--- config.mk ---
export PLATFORM = sky130hd
export DESIGN_NAME = lwcp_wake_pin
export DESIGN_NICKNAME = d
export VERILOG_FILES = /design/src/lwcp_pkg.sv /design/src/lwcp_lps_filter.sv /design/src/lwcp_wake_pin.sv
export SDC_FILE = /design/constraint.sdc
export NUM_CORES = 1
export LEC_CHECK = 0
export BUFFER_PORTS_ARGS = -buffer_cell sky130_fd_sc_hd__buf_2
export CELL_PAD_IN_SITES_DETAIL_PLACEMENT = 2
export CELL_PAD_IN_SITES_GLOBAL_PLACEMENT = 2
export CORE_MARGIN = 5
export CORE_UTILIZATION = 25
export CTS_BUF_LIST = sky130_fd_sc_hd__clkbuf_16
export DETAILED_ROUTE_END_ITERATION = 16
export GPL_TIMING_DRIVEN = 0
export MAX_ROUTING_LAYER = met4
export PLACE_DENSITY_LB_ADDON = 0.1
export RECOVER_POWER = 25
export SLEW_MARGIN = 40
export SYNTH_ARGS = -nofsm -noshare
export SYNTH_HDL_FRONTEND = slang
export SYNTH_SLANG_ARGS = --single-unit
--- constraint.sdc ---
create_clock -name clk -period 2.5 [get_ports clk]
set_clock_uncertainty 0.15 [all_clocks]
set_input_delay 0.25 -clock clk [delete_from_list [all_inputs] [get_ports clk]]
set_output_delay 0.25 -clock clk [all_outputs]
set_load 0.02 [all_outputs]
--- src/lwcp_pkg.sv ---
// Constants shared by the wake and contender pin logic.
// Assumes a 50 MHz system clock and a 32-bit AHB-Lite register port.
package lwcp_pkg;

  ////////////////////////////////////////////////////////////////////////////
  // Timing
  localparam int CLK_PERIOD_NS   = 20;
  localparam int LPS_LOW_NS      = 2600;
  // Least time, so round up to whole cycles
  localparam int LPS_LOW_CYC     = (LPS_LOW_NS + CLK_PERIOD_NS - 1) / CLK_PERIOD_NS;
  localparam int WAKE_PERIOD_CYC = 8;
  localparam int WAKE_HIGH_CYC   = WAKE_PERIOD_CYC / 2;

  ////////////////////////////////////////////////////////////////////////////
  // Register map, byte addresses
  localparam int          ADDR_W       = 5;
  localparam logic [4:0]  REG_CTRL     = 5'h00;
  localparam logic [4:0]  REG_STATUS   = 5'h04;
  localparam logic [4:0]  REG_IRQ_STAT = 5'h08;
  localparam logic [4:0]  REG_IRQ_EN   = 5'h0c;
  localparam logic [4:0]  REG_IRQ_CLR  = 5'h10;

  // Control register fields and reset value
  localparam int          CTRL_W           = 2;
  localparam int          CTRL_LINK_ACTIVE = 0;
  localparam int          CTRL_RESUMING_PORT_IRQ_ENABLE        = 1;
  localparam logic [1:0]  CTRL_RESET       = 2'h1;

  // Status register fields
  localparam int          STAT_CONTENDER = 0;
  localparam int          STAT_WAKE      = 1;
  localparam int          STAT_LPS       = 2;
  localparam int          STAT_LLC       = 3;
  localparam int          STAT_STRAP     = 4;

  // Interrupt event bits
  localparam int          IRQ_W       = 3;
  localparam int          IRQ_WAKE_ON = 0;
  localparam int          IRQ_WAKE_OFF = 1;
  localparam int          IRQ_LPS_CHG = 2;
  localparam logic [2:0]  IRQ_RESET   = 3'h0;

  // Bus response
  localparam logic        HRESP_OKAY = 1'b0;

  typedef enum logic {AHB_IDLE, AHB_DATA} lwcp_ahb_e;

endpackage

--- src/lwcp_lps_filter.sv ---
// Link power status filter: judges the link power input inactive
// only after it has stayed low for longer than the qualifying time.
// Assumes the input is synchronous to clk.
`timescale 1ns/1ns
module lwcp_lps_filter
  import lwcp_pkg::*;
#(
  parameter int LOW_CYC = lwcp_pkg::LPS_LOW_CYC
) (
  // Clock, reset, enable
  input  wire logic clk,
  input  wire logic resetn,
  input  wire logic ce,
  // Link power status in, filtered level out
  input  wire logic linkPowerStatus,
  output logic      lpsActive
);
  import lwcp_pkg::*;

  localparam int CW = $clog2(LOW_CYC + 1);

  logic [CW-1:0] lowCnt_r;
  logic [CW-1:0] lowCnt_nxt;
  logic          lpsActive_r;
  logic          lpsActive_nxt;

  ////////////////////////////////////////////////////////////////////////////
  // low-time qualify
  // A short low glitch never drops the link; only a long low does
  always_comb begin
    lowCnt_nxt    = lowCnt_r;
    lpsActive_nxt = lpsActive_r;
    if (linkPowerStatus) begin
      lowCnt_nxt    = '0;
      lpsActive_nxt = 1'b1;
    end else if (lowCnt_r < CW'(LOW_CYC)) begin
      lowCnt_nxt = lowCnt_r + CW'(1);
    end else begin
      lpsActive_nxt = 1'b0;
    end
  end

  // Registers, frozen while ce is low
  always_ff @(posedge clk or negedge resetn) begin
    if (!resetn) begin
      lowCnt_r    <= '0;
      lpsActive_r <= 1'b0;
    end else if (ce) begin
      lowCnt_r    <= lowCnt_nxt;
      lpsActive_r <= lpsActive_nxt;
    end
  end

  assign lpsActive = lpsActive_r;
endmodule

--- src/lwcp_wake_pin.sv ---
// Wake and contender pin logic with its AHB-Lite register slave.
// Assumes a single 50 MHz clock, inputs synchronous to it, and a pad
// outside that resolves the pin from pinOut and pinOe.
//
// Function
// - The pin's strap level is captured as the contender status at the first clock edge after reset is released.
// - After reset the pin is a wake output telling the link controller to power up.
// - An active wake output is a square wave of eight system clock cycles.
// - When wake is not active and reset is over the pin is driven low.
// - During reset the pin is left undriven so that the strap can be read.
// - The link controller counts as inactive when power status is inactive or the control bit is clear.
// - A link-on packet for this node wakes an inactive link controller.
// - The port-event interrupt bit wakes an inactive link controller.
// - Timeout or cable-power interrupt bits wake it when resuming-port enable is set.
// - Once on, wake stays on until the link controller becomes active or a bus reset ends a packet-only wake.
// - A bus reset ends a wake caused only by a link-on packet, not one held by interrupts.
// - Power status reads inactive only after staying low longer than 2.6 us.
// - An interrupt pending while the controller is active wakes it once it goes inactive.
//
// The register offsets and register access over AHB-Lite were chosen for this implementation.
`timescale 1ns/1ns
module lwcp_wake_pin
  import lwcp_pkg::*;
(
  // Clock, reset, enable
  input  wire logic                  clk,
  input  wire logic                  resetn,
  input  wire logic                  ce,
  // Shared wake and contender pin
  input  wire logic                  pinIn,
  output logic                       pinOut,
  output logic                       pinOe,
  output logic                       contenderStatus,
  // Link controller power status
  input  wire logic                  linkPowerStatus,
  // Wake events from the rest of the device
  input  wire logic                  linkOnPkt,
  input  wire logic                  busReset,
  input  wire logic                  portEventIrq,
  input  wire logic                  configTimeoutIrq,
  input  wire logic                  cablePowerStatusIrq,
  input  wire logic                  stateTimeoutIrq,
  // AHB-Lite slave
  input  wire logic                  hsel,
  input  wire logic [31:0]           haddr,
  input  wire logic [1:0]            htrans,
  input  wire logic                  hwrite,
  input  wire logic [2:0]            hsize,
  input  wire logic [31:0]           hwdata,
  input  wire logic                  hready,
  output logic                       hreadyout,
  output logic                       hresp,
  output logic [31:0]                hrdata,
  // Interrupt
  output logic                       irq
);
  import lwcp_pkg::*;
  logic              lpsActive;
  logic              llcActive;
  logic              irqCause;
  logic              busWr;
  logic              busRd;
  logic [ADDR_W-1:0] busAddr;
  ////////////////////////////////////////////////////////////////////////////
  // Power status filter
  lwcp_lps_filter #(
    .LOW_CYC (LPS_LOW_CYC)
  ) u_lps (
    .clk             (clk),
    .resetn          (resetn),
    .ce              (ce),
    .linkPowerStatus (linkPowerStatus),
    .lpsActive       (lpsActive)
  );
  ////////////////////////////////////////////////////////////////////////////
  // Bus slave: one wait state, then the access completes
  lwcp_ahb_e         ahbSt_r;
  lwcp_ahb_e         ahbSt_nxt;
  logic              ahbWrite_r;
  logic              ahbWrite_nxt;
  logic [ADDR_W-1:0] ahbAddr_r;
  logic [ADDR_W-1:0] ahbAddr_nxt;
  logic              hreadyout_r;
  logic              hreadyout_nxt;

  // Accept a transfer only while idle; hsize is ignored, words only
  always_comb begin
    ahbSt_nxt     = ahbSt_r;
    ahbWrite_nxt  = ahbWrite_r;
    ahbAddr_nxt   = ahbAddr_r;
    hreadyout_nxt = hreadyout_r;
    unique case (ahbSt_r)
      AHB_IDLE: begin
        if (hsel && htrans[1] && hready) begin
          ahbSt_nxt     = AHB_DATA;
          ahbWrite_nxt  = hwrite;
          ahbAddr_nxt   = haddr[ADDR_W-1:0];
          hreadyout_nxt = 1'b0;
        end
      end
      AHB_DATA: begin
        ahbSt_nxt     = AHB_IDLE;
        hreadyout_nxt = 1'b1;
      end
    endcase
  end

  always_ff @(posedge clk or negedge resetn) begin
    if (!resetn) begin
      ahbSt_r     <= AHB_IDLE;
      ahbWrite_r  <= 1'b0;
      ahbAddr_r   <= '0;
      hreadyout_r <= 1'b1;
    end else if (ce) begin
      ahbSt_r     <= ahbSt_nxt;
      ahbWrite_r  <= ahbWrite_nxt;
      ahbAddr_r   <= ahbAddr_nxt;
      hreadyout_r <= hreadyout_nxt;
    end
  end

  assign busWr     = (ahbSt_r == AHB_DATA) && ahbWrite_r;
  assign busRd     = (ahbSt_r == AHB_DATA) && !ahbWrite_r;
  assign busAddr   = ahbAddr_r;
  assign hreadyout = hreadyout_r;
  assign hresp     = HRESP_OKAY; // Never errors; unmapped reads return zero
  ////////////////////////////////////////////////////////////////////////////
  // Strap capture and link activity
  logic              strapDone_r;
  logic              strapDone_nxt;
  logic              contender_r;
  logic              contender_nxt;
  // strap capture
  // Reset cannot load a port value, so the strap is taken at the first edge
  // after release, while the pin is still undriven
  always_comb begin
    strapDone_nxt = 1'b1;
    contender_nxt = strapDone_r ? contender_r : pinIn;
  end

  always_ff @(posedge clk or negedge resetn) begin
    if (!resetn) begin
      strapDone_r <= 1'b0;
      contender_r <= 1'b0;
    end else if (ce) begin
      strapDone_r <= strapDone_nxt;
      contender_r <= contender_nxt;
    end
  end

  assign contenderStatus = contender_r;
  ////////////////////////////////////////////////////////////////////////////
  // Control register
  logic [CTRL_W-1:0] ctrl_r;
  logic [CTRL_W-1:0] ctrl_nxt;
  always_comb begin
    ctrl_nxt = ctrl_r;
    if (busWr && busAddr == REG_CTRL) begin
      ctrl_nxt = hwdata[CTRL_W-1:0];
    end
  end

  always_ff @(posedge clk or negedge resetn) begin
    if (!resetn) begin
      ctrl_r <= CTRL_RESET;
    end else if (ce) begin
      ctrl_r <= ctrl_nxt;
    end
  end

  assign llcActive = lpsActive && ctrl_r[CTRL_LINK_ACTIVE];
  assign irqCause  = portEventIrq ||
                     (ctrl_r[CTRL_RESUMING_PORT_IRQ_ENABLE] &&
                      (configTimeoutIrq || cablePowerStatusIrq || stateTimeoutIrq));
  ////////////////////////////////////////////////////////////////////////////
  // Wake request and square wave
  logic              pktWake_r;
  logic              pktWake_nxt;
  logic              irqWake_r;
  logic              irqWake_nxt;
  logic              wakeActive_r;
  logic              wakeActive_nxt;
  logic [2:0]        phase_r;
  logic [2:0]        phase_nxt;
  logic              pinOut_r;
  logic              pinOut_nxt;
  logic              pinOe_r;
  logic              pinOe_nxt;
  // wake causes
  // The packet cause and the interrupt cause are kept apart so that a bus
  // reset can drop the first while the second keeps the wave going
  always_comb begin
    pktWake_nxt = 1'b0;
    irqWake_nxt = 1'b0;
    if (strapDone_r && !llcActive) begin
      pktWake_nxt = linkOnPkt || (pktWake_r && !busReset);
      // pending interrupt wakes on going inactive
      irqWake_nxt = irqWake_r || irqCause;
    end
    wakeActive_nxt = pktWake_nxt || irqWake_nxt;
  end

  always_comb begin
    phase_nxt = 3'h0;
    if (wakeActive_nxt && wakeActive_r) begin
      phase_nxt = phase_r + 3'h1; // Wraps every eight cycles
    end
    pinOut_nxt = wakeActive_nxt && (phase_nxt < 3'(WAKE_HIGH_CYC));
    // drive only after the strap is taken
    pinOe_nxt  = strapDone_nxt;
  end

  always_ff @(posedge clk or negedge resetn) begin
    if (!resetn) begin
      pktWake_r    <= 1'b0;
      irqWake_r    <= 1'b0;
      wakeActive_r <= 1'b0;
      phase_r      <= 3'h0;
      pinOut_r     <= 1'b0;
      pinOe_r      <= 1'b0;
    end else if (ce) begin
      pktWake_r    <= pktWake_nxt;
      irqWake_r    <= irqWake_nxt;
      wakeActive_r <= wakeActive_nxt;
      phase_r      <= phase_nxt;
      pinOut_r     <= pinOut_nxt;
      pinOe_r      <= pinOe_nxt;
    end
  end

  assign pinOut = pinOut_r;
  assign pinOe  = pinOe_r;
  ////////////////////////////////////////////////////////////////////////////
  // Interrupt status, enable, clear and read data
  logic [IRQ_W-1:0]  irqStat_r;
  logic [IRQ_W-1:0]  irqStat_nxt;
  logic [IRQ_W-1:0]  irqEn_r;
  logic [IRQ_W-1:0]  irqEn_nxt;
  logic [IRQ_W-1:0]  irqEvt;
  logic [IRQ_W-1:0]  irqClr;
  logic              lpsSeen_r;
  logic              irq_r;
  logic              irq_nxt;
  logic [31:0]       hrdata_r;
  logic [31:0]       hrdata_nxt;
  logic [31:0]       statusWord;
  // Events and clears; a new event beats a clear in the same cycle
  always_comb begin
    irqEvt               = '0;
    irqEvt[IRQ_WAKE_ON]  = wakeActive_nxt && !wakeActive_r;
    irqEvt[IRQ_WAKE_OFF] = !wakeActive_nxt && wakeActive_r;
    irqEvt[IRQ_LPS_CHG]  = lpsActive != lpsSeen_r;
    irqClr               = (busWr && busAddr == REG_IRQ_CLR) ? hwdata[IRQ_W-1:0] : '0;
    irqStat_nxt          = (irqStat_r & ~irqClr) | irqEvt;
    irqEn_nxt            = (busWr && busAddr == REG_IRQ_EN) ? hwdata[IRQ_W-1:0] : irqEn_r;
    irq_nxt              = |(irqStat_nxt & irqEn_nxt);
  end

  // Read mux; reserved and unmapped bits read as zero
  always_comb begin
    statusWord                 = '0;
    statusWord[STAT_CONTENDER] = contender_r;
    statusWord[STAT_WAKE]      = wakeActive_r;
    statusWord[STAT_LPS]       = lpsActive;
    statusWord[STAT_LLC]       = llcActive;
    statusWord[STAT_STRAP]     = strapDone_r;
    hrdata_nxt                 = hrdata_r;
    if (busRd) begin
      unique case (busAddr)
        REG_CTRL:     hrdata_nxt = {{(32-CTRL_W){1'b0}}, ctrl_r};
        REG_STATUS:   hrdata_nxt = statusWord;
        REG_IRQ_STAT: hrdata_nxt = {{(32-IRQ_W){1'b0}}, irqStat_r};
        REG_IRQ_EN:   hrdata_nxt = {{(32-IRQ_W){1'b0}}, irqEn_r};
        default:      hrdata_nxt = 32'h0000_0000;
      endcase
    end
  end

  always_ff @(posedge clk or negedge resetn) begin
    if (!resetn) begin
      irqStat_r <= IRQ_RESET;
      irqEn_r   <= IRQ_RESET;
      lpsSeen_r <= 1'b0;
      irq_r     <= 1'b0;
      hrdata_r  <= 32'h0000_0000;
    end else if (ce) begin
      irqStat_r <= irqStat_nxt;
      irqEn_r   <= irqEn_nxt;
      lpsSeen_r <= lpsActive;
      irq_r     <= irq_nxt;
      hrdata_r  <= hrdata_nxt;
    end
  end

  assign irq    = irq_r;
  assign hrdata = hrdata_r;
endmodule

# After elaboration in Yosys (flattened, before gate mapping)
# Index checks and enable logic that the tools add are counted.
[op_classes]
n_mux = 14
bitwise_logic = 6
n_reduce_logical = 36
n_lt_le_gt_ge = 2
addsub = 2
n_eq_ne = 7
[op_table]
columns = ["cell", "n"]
rows = [
  ["5-bit case mux with 4 select lines", 1],
  ["8-bit 2-to-1 mux", 2],
  ["1-bit logical AND", 15],
  ["2-bit AND reduction", 6],
  ["5-bit by 4-bit == test with 1-bit output, second input constant", 2],
  ["3-bit 2-to-1 mux", 3],
  ["8-bit by 1-bit adder with 8-bit output, second input constant", 1],
  ["8-bit less-than comparator, second input constant", 1],
  ["3-bit bitwise AND", 2],
  ["1-bit logical OR", 6],
  ["1-bit 2-to-1 mux", 6],
  ["5-bit by 3-bit == test with 1-bit output, second input constant", 1],
  ["5-bit == test, second input constant", 1],
  ["1-bit zero test", 5],
  ["5-bit zero test", 1],
  ["2-bit != test, second input constant", 2],
  ["1-bit case mux with 2 select lines", 2],
  ["3-bit by 1-bit adder with 3-bit output, second input constant", 1],
  ["3-bit less-than comparator, second input constant", 1],
  ["3-bit NOT", 1],
  ["3-bit bitwise OR", 1],
  ["3-bit AND reduction", 1],
  ["3-bit OR reduction", 1],
  ["1-bit NOT", 2],
  ["other kinds (2)", 2],
]
[word_totals]
wordCells = 86
output_inout_bits = 38
ff_bits = 68

# Depth between registers and ports, before layout
# Gate-level depths: netlist (run 1).
[depth]
word_depth = 12
ltp_mapped = 5

# By module
# Synthesis (run 1) repeated with hierarchy kept, for this count alone.
[hier_totals]
hier_cells = 215
area_unflattened_um2 = 2278.4
[by_module_without_submodules]
columns = ["module", "cells_per_inst", "seq_area_each_um2", "instances", "area_each_um2"]
rows = [
  ["lwcp_wake_pin", 166, 803.3, 1, 1788.0],
  ["lwcp_lps_filter", 49, 225.2, 1, 490.5],
]

# Least setup slack after synthesis (run 1)
# OpenSTA, ideal clock, no wires.
[synth_timing]
path_type = "register to register"
from = "register irqWake_r"
to = "register irq_r (netlist: irq)"
path_buffers = 0
stages_incl_launch_ff = 5
t_required_ns = 2.224
setup_slack_ns = 0.468
t_arrival_ns = 1.756
setup_ns = 0.126
cell_sequence = "dfrtp_1 or2_2 o41a_1 a221o_1 a221o_1"
[synth_via]
elab_chain_cells = 8
elab_cells_between_ends = 9
[synth_rtl]
columns = ["item", "line_no", "text"]
rows = [
  ["start, declared", "lwcp_wake_pin.sv:179", "logic irqWake_r;"],
  ["start signal, assigned", "lwcp_wake_pin.sv:223", "irqWake_r <= irqWake_nxt;"],
  ["1-bit logical OR (*)", "lwcp_wake_pin.sv:198", "irqWake_nxt = irqWake_r || irqCause;"],
  ["1-bit 2-to-1 mux (*)", "lwcp_wake_pin.sv:195", "if (strapDone_r && !llcActive) begin"],
  ["1-bit logical OR (*)", "lwcp_wake_pin.sv:200", "wakeActive_nxt = pktWake_nxt || irqWake_nxt;"],
  ["1-bit zero test", "lwcp_wake_pin.sv:251", "irqEvt[IRQ_WAKE_OFF] = !wakeActive_nxt && wakeActive_r;"],
  ["1-bit logical AND", "lwcp_wake_pin.sv:251", ""],
  ["3-bit bitwise OR (*)", "lwcp_wake_pin.sv:254", "irqStat_nxt = (irqStat_r & ~irqClr) | irqEvt;"],
  ["3-bit bitwise AND (*)", "lwcp_wake_pin.sv:256", "irq_nxt = |(irqStat_nxt & irqEn_nxt);"],
  ["3-bit OR reduction (*)", "lwcp_wake_pin.sv:256", ""],
  ["end signal, assigned", "lwcp_wake_pin.sv:290", "irq_r <= irq_nxt;"],
  ["end, declared", "lwcp_wake_pin.sv:242", "logic irq_r;"],
]
# Mark *: on every way between the ends. The rest lies on a longest branch, timed or not.
# A chain may end at the register's enable or synchronous reset.

# Final worst setup path (run 1)
[layout_timing]
from = "register ahbAddr_r[4]"
to = "register irq_r (netlist: irq)"
[layout_via]
elab_chain_cells = 8
elab_cells_between_ends = 11
[layout_rtl]
columns = ["item", "line_no", "text"]
rows = [
  ["start, declared", "lwcp_wake_pin.sv:81", "logic [ADDR_W-1:0] ahbAddr_r;"],
  ["start signal, assigned", "lwcp_wake_pin.sv:117", "ahbAddr_r <= ahbAddr_nxt;"],
  ["5-bit == test", "lwcp_wake_pin.sv:253", "irqClr = (busWr && busAddr == REG_IRQ_CLR) ? hwdata[IRQ_W-1:0] : '0;"],
  ["1-bit logical AND", "lwcp_wake_pin.sv:253", ""],
  ["3-bit 2-to-1 mux", "lwcp_wake_pin.sv:253", ""],
  ["3-bit NOT", "lwcp_wake_pin.sv:254", ""],
  ["3-bit bitwise AND", "lwcp_wake_pin.sv:254", ""],
  ["3-bit bitwise OR", "lwcp_wake_pin.sv:254", ""],
  ["3-bit bitwise AND (*)", "lwcp_wake_pin.sv:256", ""],
  ["3-bit OR reduction (*)", "lwcp_wake_pin.sv:256", ""],
]
# Marked as above.

==> flow_summary.ini, run 1 <==
[run_status]
status = finished clean

[sta]
worst_pin_slew_ps = 1078
slew_headroom = 0.2815
setup_ws_ps = 223.3
setup_tns_ps = 0
min_period_ps = 2277
hold-worst-slack_ps = 56.26
post-route-period-util = 0.9107
final-setup-viol-count = 0
slew_viol_final = 0
fmax_mhz = 439.2
hold_viol_final = 0
rsz0062_at_grt = no

[worst_setup_path]
crit_chain = clkbuf_1 -> or4b_2 -> o21ai_0 -> a31oi_1 -> a221o_1
critPathSlowestCell = or4b_2
endpoint = irq$_DFFE_PN0P_
reg2reg_depth = 5
worstReg2RegStart = ahbAddr_r[4]$_DFFE_PN0P_
cp-start-kind = register
cp-end-kind = register
cp.arrival_ps = 2290
crit_path_start = ahbAddr_r[4]$_DFFE_PN0P_
r2r_slack_ps = 220
worstSetupPathType = reg2reg
crit_fanout = 9
reg2reg_to = irq$_DFFE_PN0P_
crit_required_ps = 2510
slowest_delay_ps = 730

[pwr]
power.density_nw_per_um2 = 699.5
ir_worst_vdd_mv = 0.3199
total_leakage_power_nw = 1.358

[route]
wl_per_cell_um = 16.25
routed_via_density = 4.758
vias = 1851
drc_errors = 0
drtAntennaViolNets = 0
drt-pass1-iter-count = 4
finalWirelength_um = 6322
drt_iter0_drc = 61

[clock_tree]
cts_tree = yes
ctsHoldBuffers = 1
clockBufferDepth = 2
ctsResizeCount = 0
cts_sinks = 41
cts.clk_slew.worst_paths_ps = 60
cts_setup_buffers = 0
cts_buffers = 5
htreeDepth = 2
root_buffer = clkbuf_16
clk_latency_ps = 280

[cells_and_area]
multi_input_area_um2 = 1037
final_common_cell = dfrtp_1
drive_gt1_frac = 0.3203
antenna_cells = 0
register_area_um2 = 1028
fillCellCount = 986
area_growth_syn_to_layout_pct = 24.45
final_cell_mix = dfrtp_1 (39), buf_2 (31), buf_4 (28), conb_1 (28), nand2_1 (15)
nets = 365
postLayoutCoreUtil = 0.3184

[synthesis]
synthArstFlopShare = 1.000
ys_types = 53
netlist_area_um2 = 2231
synth_flop_cell = dfrtp_1
netlist_top_cells_area = dfrtp_1 (44%), buf_4 (9.4%), mux2_2 (7.1%)
ys_ff_latch = 41
avgSynthCellArea_um2 = 10.47
synth_edf_count = 0
syn_inst = 213
synth-seq-area-share = 0.4610
yosysWarnings = 0
synth_top_area_frac = 0.4375
yosysTopAreaCell = dfrtp_1

[global_route]
track_usage = 0.1238
grt_pass1_wl_um = 10630
overflow = 0
grt_start_max_net_pins = 42
grt_pass1_vias = 2110
antenna_found_initial = 0

[floorplanning]
start_util = 0.2558
fp.dieH_um = 104.5
io_pins = 121
die_area_um2 = 10910
fp.dieW_um = 104.5
core_um2 = 8721
std_cell_rows = 34

[place]
port-buffer-count = 32
place.gp.congestion = 0.7210
place_ws_ps = 270.3
hpwl_um = 4745

[run]
max_cap_viol_count = 0

[hold_path]
min_path_type = in2reg
==> logic make-up (layout without fill, tap and decap cells) <==
logic type,count (synthesis),in the layout,share of synthesized area
flops,41,41,0.4610
compound gates,49,49,0.1627
simple gates,56,56,0.1324
xor+xnor,3,3,0.01178
mux,18,18,0.09983
fa+ha+maj,2,2,0.01122
buf+inv,43,84,0.1195
other cells,1,28,0.001681
==> metrics by stage <==
step / area (um^2) / instances / power (mW)
floorplan: 2332 / 240 / 1.181
finish: 2776 / 389 / 1.942
CTS: 2779 / 389 / 1.973
global placement: 2628 / 380 / 1.325
global route: 2776 / 389 / 2.065
detailed placement: 2630 / 380 / 1.334
==> state kept, by name, summed over array words and instances (netlist names), 2 cells and up <==
register / flops
ctrl_r: 2
u_lps.lowCnt_r: 8
irqEn_r: 3
irqStat_r: 3
ahbAddr_r: 5
phase_r: 3
hrdata: 5
==> cell usage after synthesis, types with 3 or more instances <==
library cell   n
a21oi_1        6
a22o_1         4
and3_1         3
buf_4         28
clkbuf_1       4
dfrtp_1       39
inv_1          8
mux2_2        14
nand2_1       15
nand3_1        9
nand4_1        5
nor2_1        10
o21ai_0       11
o31ai_1        3
o41ai_1        3
==> worst min path at each step <==
stage	start	end	depth (start not counted)
6_report	hwrite	ahbWrite_r$_DFFE_PN0P_	2
5_1_grt	hwrite	ahbWrite_r$_DFFE_PN0P_	2
4_1_cts	hwrite	ahbWrite_r$_DFFE_PN0P_	2
3_5_place_dp	resetn	pinOe$_DFFE_PN0P_	1
3_3_place_gp	pktWake_r$_DFFE_PN0P_	pktWake_r$_DFFE_PN0P_	1
2_1_floorplan	resetn	ahbAddr_r[0]$_DFFE_PN0P_	0
==> critical path: cells and delay by family (launching register included) <==
family / cells / cell delay, ps
AOI/OAI and AO/OA: 3 / 740
buffers and inverters: 1 / 200
DFF: 1 / 350
and+or+nand+nor: 1 / 730
==> layer usage <==
metal	vias up	wire, um	share of wire	track usage
met1	938	2995	0.47	0.1532
met2	44	3056	0.48	0.2000
li1	865	-	-	-
met5	-	0	0	-
met3	4	194	0.031	0.03104
met4	0	74	0.012	0.03608
==> power breakdown <==
part,internal [mW],switching (mW)
Sequential,0.767,0.0861
Combinational,0.210,0.255
Clock,0.363,0.260
==> cell type report <==
class / count / share of cell area
plain buffers: 34 / 0.08382
clock buffers: 5 / 0.04507
clock inverters: 3 / 0.004957
inverters: 9 / 0.01217
multi-input cells: 156 / 0.3736
flip-flops and latches: 41 / 0.3704
well taps: 108 / 0.04867
repair buffers: 33 / 0.06129
Power figures use the tool's default switching activity.
==> run 2: changes to the inputs <==
- ABC_AREA: default -> 1
- CORE_UTILIZATION: 25 -> 24
==> run 2 against run 1 <==
First-iteration DRC count is 34% lower. Critical path type unchanged. Synthesized area grew 2.1%. Power is 1.6% higher. Critical endpoint unchanged. Routed wire length increased by 1.1%. Register-to-register slack better by 650 ps. Synthesized cell count rose by 32%. Critical path depth is 5 higher. Largest cell class is now flip-flops and latches. Non-clock buffer count is 3 lower.
==> flow_summary.ini, run 2 <==
[worst_setup_path]
reg2reg_depth = 10
endpoint = irq$_DFFE_PN0P_
worstReg2RegStart = ahbAddr_r[1]$_DFFE_PN0P_
cp.arrival_ps = 1670
r2r_slack_ps = 870
crit_fanout = 3
cp-start-kind = register
cp-end-kind = register
reg2reg_to = irq$_DFFE_PN0P_
crit_chain = nor2_4 -> nand2_1 -> inv_2 -> nand2_2 -> o21ai_1 -> nand2_1 -> nand2_1 -> nand2_1 -> nor2_1 -> nor2_1
crit_required_ps = 2530
crit_path_start = ahbAddr_r[1]$_DFFE_PN0P_
path_common_cell = nand2_1
slowest_delay_ps = 410
worstSetupPathType = reg2reg
critPathSlowestCell = dfrtp_1

[synthesis]
yosysWarnings = 0
synth_common_cells = nand2_1 (85), dfrtp_1 (39), buf_4 (31), nor2_1 (21), inv_1 (19)
netlist_area_um2 = 2277
synth-seq-area-share = 0.4516
ys_types = 33
synthArstFlopShare = 1.000
avgSynthCellArea_um2 = 8.104
synth_top_area_frac = 0.4286
synth_most_common_cell = nand2_1
synth_flop_cell = dfrtp_1
netlist_top_cells_area = dfrtp_1 (43%), nand2_1 (14%), buf_4 (10%)
yosysTopAreaCell = dfrtp_1
synth_edf_count = 0
syn_inst = 281
ys_ff_latch = 41

[floorplanning]
std_cell_rows = 35
core_um2 = 9240
die_area_um2 = 11540
fp.dieH_um = 107.4
fp.dieW_um = 107.4
start_util = 0.2464
io_pins = 121

[sta]
hold-worst-slack_ps = 4.395
final-setup-viol-count = 0
min_period_ps = 1632
slew_headroom = 0.2649
fmax_mhz = 612.9
hold_viol_final = 0
rsz0062_at_grt = no
worst_pin_slew_ps = 1103
post-route-period-util = 0.6526
slew_viol_final = 0
setup_tns_ps = 0

[place]
place.gp.congestion = 0.7158
hpwl_um = 4871
place_inst = 468
port-buffer-count = 31

[global_route]
grt_pass1_wl_um = 10840
track_usage = 0.1224
overflow = 0
grt_pass1_vias = 2223
grt_start_max_net_pins = 42
antenna_found_initial = 0

[cells_and_area]
drive_gt1_frac = 0.2557
largest_reg_flops = 8
postLayoutCoreUtil = 0.3105
final_common_cell = nand2_1
stdcell_count = 477
fillCellCount = 1075
multi_input_area_um2 = 1020
nets = 432
register_area_um2 = 1028
antenna_cells = 0
area_growth_syn_to_layout_pct = 25.99
largest-register = u_lps.lowCnt_r
final_cell_mix = nand2_1 (85), dfrtp_1 (39), buf_4 (31)

[run_status]
status = finished clean

[pwr]
p_clk_frac = 0.378
seq_power_share = 0.412
ir_worst_vdd_mv = 0.2148
power.density_nw_per_um2 = 687.5
power_mw = 1.972
total_leakage_power_nw = 1.478
share_comb_of_total_power = 0.210
switching_share = 0.3091
p_sw_mw = 0.6097
power.internal_mw = 1.363

[route]
vias = 1994
drt-pass1-iter-count = 4
routed_via_density = 4.180
drtAntennaViolNets = 0
wl_per_cell_um = 13.40
drt_iter0_drc = 40
drc_errors = 0
finalWirelength_um = 6393

[clock_tree]
root_buffer = clkbuf_16
clockBufferDepth = 2
cts.clk_slew.worst_paths_ps = 60
cts_sinks = 41
clk_latency_ps = 290
htreeDepth = 2
cts_tree = yes
cts_setup_buffers = 0
cts_buffers = 5

[hold_path]
min_path_type = in2reg

[run]
max_cap_viol_count = 0
[run 2: stage by stage]
stage	setup slack (ps)	cell area (um^2)
2_1_floorplan	1083	2379
3_3_place_gp	893.2	2695
3_5_place_dp	823.5	2698
4_1_cts	819.6	2872
5_1_grt	669.1	2869
6_report	868.4	2869
[run 2: critical path, delay by kind of cell, from the launching register on]
kind	cells	cell delay [ps]
simple gates	8	700
flops	1	410
compound gates	1	180
buf+inv	1	90
[run 2: final cells by class]
class | instances | share of cell area
clock inverters | 3 | 0.01352
clock buffers | 5 | 0.04361
multi-input cells | 210 | 0.3554
repair buffers | 32 | 0.05757
plain buffers | 32 | 0.08242
flip-flops and latches | 41 | 0.3585
inverters | 25 | 0.03271
well taps | 129 | 0.05626
[run 2: how the worst min path moves through the flow]
stage                     startpoint                  endpoint  cells after the start
after floorplan               resetn  ahbAddr_r[0]$_DFFE_PN0P_                      0
after global placement      haddr[0]  ahbAddr_r[0]$_DFFE_PN0P_                      3
after detailed placement      resetn    phase_r[2]$_DFFE_PN0P_                      1
after CTS                   haddr[1]  ahbAddr_r[1]$_DFFE_PN0P_                      3
after global routing        haddr[2]  ahbAddr_r[2]$_DFFE_PN0P_                      3
final                       haddr[1]  ahbAddr_r[1]$_DFFE_PN0P_                      3
[run 2: cell families (layout without fill, tap and decap cells)]
| family | count (synthesis) | after routing | share of synthesized area |
|---|---|---|---|
| AO/OA/AOI/OAI | 43 | 43 | 0.1126 |
| AND/OR/NAND/NOR | 133 | 133 | 0.2626 |
| XOR/XNOR | 4 | 4 | 0.01539 |
| buffers and inverters | 57 | 97 | 0.1451 |
| other | 1 | 28 | 0.001647 |
| adder cells (fa/ha/maj) | 2 | 2 | 0.01099 |
| flip-flops | 41 | 41 | 0.4516 |
[run 2: power groups by stage]
stage	sequential [mW]	combinational (mW)	clock, mW
after floorplan	0.849	0.262	0
after detailed placement	0.826	0.422	0
final	0.813	0.414	0.746
after CTS	0.815	0.425	0.768
after global routing	0.826	0.471	0.794
after global placement	0.825	0.412	0
[run 2: layer usage]
metal	vias to the layer above	GRT usage	wire length, um
met5	-	-	0
met1	958	0.1476	2913
met2	41	0.2042	3116
met3	12	0.02460	259
met4	0	0.04328	105
li1	983	-	-
[run 2: timing repair]
action	in CTS	in global routing
hold endpoints to repair	39	0
hold buffers	1	0
resized for setup	0	0
==> run 3: changes to the inputs <==
- CORE_UTILIZATION: 24 -> 21
- clock period: 2.5 -> 1.4 ns (I/O delays scaled with it)
==> run 3 against run 2 <==
The flow now finishes with violations (negative setup slack). Non-clock buffer count is 43 higher. First-iteration DRC count is 30% lower. Final area is 28% higher. Count of clock-buffer cells in the layout stayed put. Cell count is 12% higher. Die area is 13% higher. Global-route usage is 0.51 points lower. Fmax is 5.2% higher. Critical path type unchanged. Critical endpoint unchanged.
==> flow_summary.ini, run 3 (synthesis gave the netlist of run 2 again) <==
[clock_tree]
cts_buffers = 5
clockBufferDepth = 2
root_buffer = clkbuf_16
cts_sinks = 41
cts.clk_slew.worst_paths_ps = 60
cts_tree = yes
htreeDepth = 2
clk_latency_ps = 280

[run_status]
violations = negative setup slack
status = finished with violations

[route]
drtAntennaViolNets = 0
met3_length_um = 278
wl_per_cell_um = 14.23
vias = 2204
top_layer = met4
drt-pass1-iter-count = 4
met2WireLength_um = 3968
drt_iter0_drc = 28
finalWirelength_um = 7572
routed_via_density = 4.143
drc_errors = 0
met1_length_um = 3278

[worst_setup_path]
slowest_delay_ps = 410
worstSetupPathType = reg2reg
cp-start-kind = register
cp.arrival_ps = 1620
worstReg2RegStart = ahbAddr_r[1]$_DFFE_PN0P_
cp.depth = 9
crit_chain = nor2_4 -> nand2_4 -> nor2_8 -> nand3_1 -> nand2_2 -> nor2_4 -> a21oi_2 -> nor2_1 -> nor2_1
r2r_slack_ps = -150
cp_top_family = simple AND/OR/NAND/NOR gates
crit_path_start = ahbAddr_r[1]$_DFFE_PN0P_
crit_required_ps = 1470
reg2reg_depth = 9
critPathSlowestCell = dfrtp_1
worst-path-buf-inv = 0
cp-end-kind = register
crit_fanout = 5

[floorplanning]
die_area_um2 = 13030
fp.dieW_um = 114.1
std_cell_rows = 38
io_pins = 121
fp.dieH_um = 114.1
start_util = 0.2119
core_um2 = 10750

[global_route]
grt_pass1_wl_um = 11750
grt_pass1_vias = 2329
grt_start_max_net_pins = 42
track_usage = 0.1173
antenna_found_initial = 0
overflow = 0

[cells_and_area]
final_cell_mix = nand2_1 (69), buf_4 (52), dfrtp_1 (37)
final_cell_area_um2 = 3666
largest_reg_flops = 8
area_growth_syn_to_layout_pct = 60.99
postLayoutCoreUtil = 0.3412
largest-register = u_lps.lowCnt_r
nets = 476
stdcell_count = 532
final_common_cell = nand2_1
antenna_cells = 0
drive_gt1_frac = 0.4694

[place]
place_inst = 479
hpwl_um = 5182
place.gp.congestion = 0.7517
port-buffer-count = 31
dpl_cell_area_um2 = 2718

[sta]
min_period_ps = 1551
worst_pin_slew_ps = 627.6
setup_tns_ps = -1057
hold_viol_final = 0
fmax_mhz = 644.8
slew_headroom = 0.5816
setup_ws_ps = -150.8
slew_viol_final = 0
rsz0062_at_grt = yes
post-route-period-util = 1.108
final-setup-viol-count = 16

[run]
max_cap_viol_count = 0

[pwr]
ir_worst_vdd_mv = 0.4802
power_mw = 3.804
total_leakage_power_nw = 1.844
power.density_nw_per_um2 = 1038

[hold_path]
min_path_type = in2reg
min_from = linkPowerStatus
hold_depth = 2
## run 3: changes by cell type in the layout (fill, tap and decap cells not counted), sizes merged
cell / delta
clkinvlp: +1
clkinv: +1
buf: +35
inv: -1
dlygate4sd3: +8
## run 3: stage by stage
| step | worst slack, ps | hold slack [ps] |
|---|---|---|
| floorplan | 7.012 | -305.6 |
| global placement | -209.6 | 186.3 |
| detailed placement | -207.8 | 34.15 |
| CTS | -134.3 | 1.482 |
| global route | -255.1 | 40.27 |
| finish | -150.8 | 32.38 |
## run 3: repair_timing
item | 4_1_cts | 5_1_grt
endpoints found under the setup margin | 30 | 31
gates resized for setup | 40 | 64
cloned | 2 | 0
setup buffers | 20 | 14
hold buffers | 9 | 0
endpoints found under the hold margin | 47 | 0
pin swaps | 10 | 26
## run 3: path summary, 6_finish.rpt
| path | endpoint |
|---|---|
| setup reg to reg | irq$_DFFE_PN0P_ |
| hold / removal | u_lps.lowCnt_r[4]$_DFFE_PN0P_ |
| max in group asynchronous | u_lps.lowCnt_r[0]$_DFFE_PN0P_ |
| hold reg to reg | hrdata[1]$_DFFE_PN0P_ |
| setup / recovery | irq$_DFFE_PN0P_ |
| min in group asynchronous | irq$_DFFE_PN0P_ |
## run 3: report_power, final
group	internal, mW	switching (mW)
registers	1.34	0.129
logic	0.431	0.597
clock network	0.830	0.481
total	2.60	1.21
## run 3: area by class of cell
class / instances / area, um^2
clock inverter: 3 / 37.54
clock buffer: 5 / 125.1
fill: 1255 / 7079
timing repair inverter: 1 / 7.507
sequential: 41 / 1031
tap: 140 / 175.2
multi-input combinational: 210 / 1350
buffer: 32 / 249.0
timing repair buffer: 75 / 584.3
inverter: 25 / 106.4
## run 3: metal layers
metal,GRT usage,up-vias
met3,0.02008,4
met5,-,-
li1,-,1074
met1,0.1442,1080
met2,0.2045,46
met4,0.02138,0
## run 3: worst reg2reg max path, stage by stage, from the launching register on
cell	delay [ps]
dfrtp_1	410
nor2_4	180
nand2_4	90
nor2_8	160
nand3_1	100
nand2_2	90
nor2_4	60
a21oi_2	120
nor2_1	60
nor2_1	70
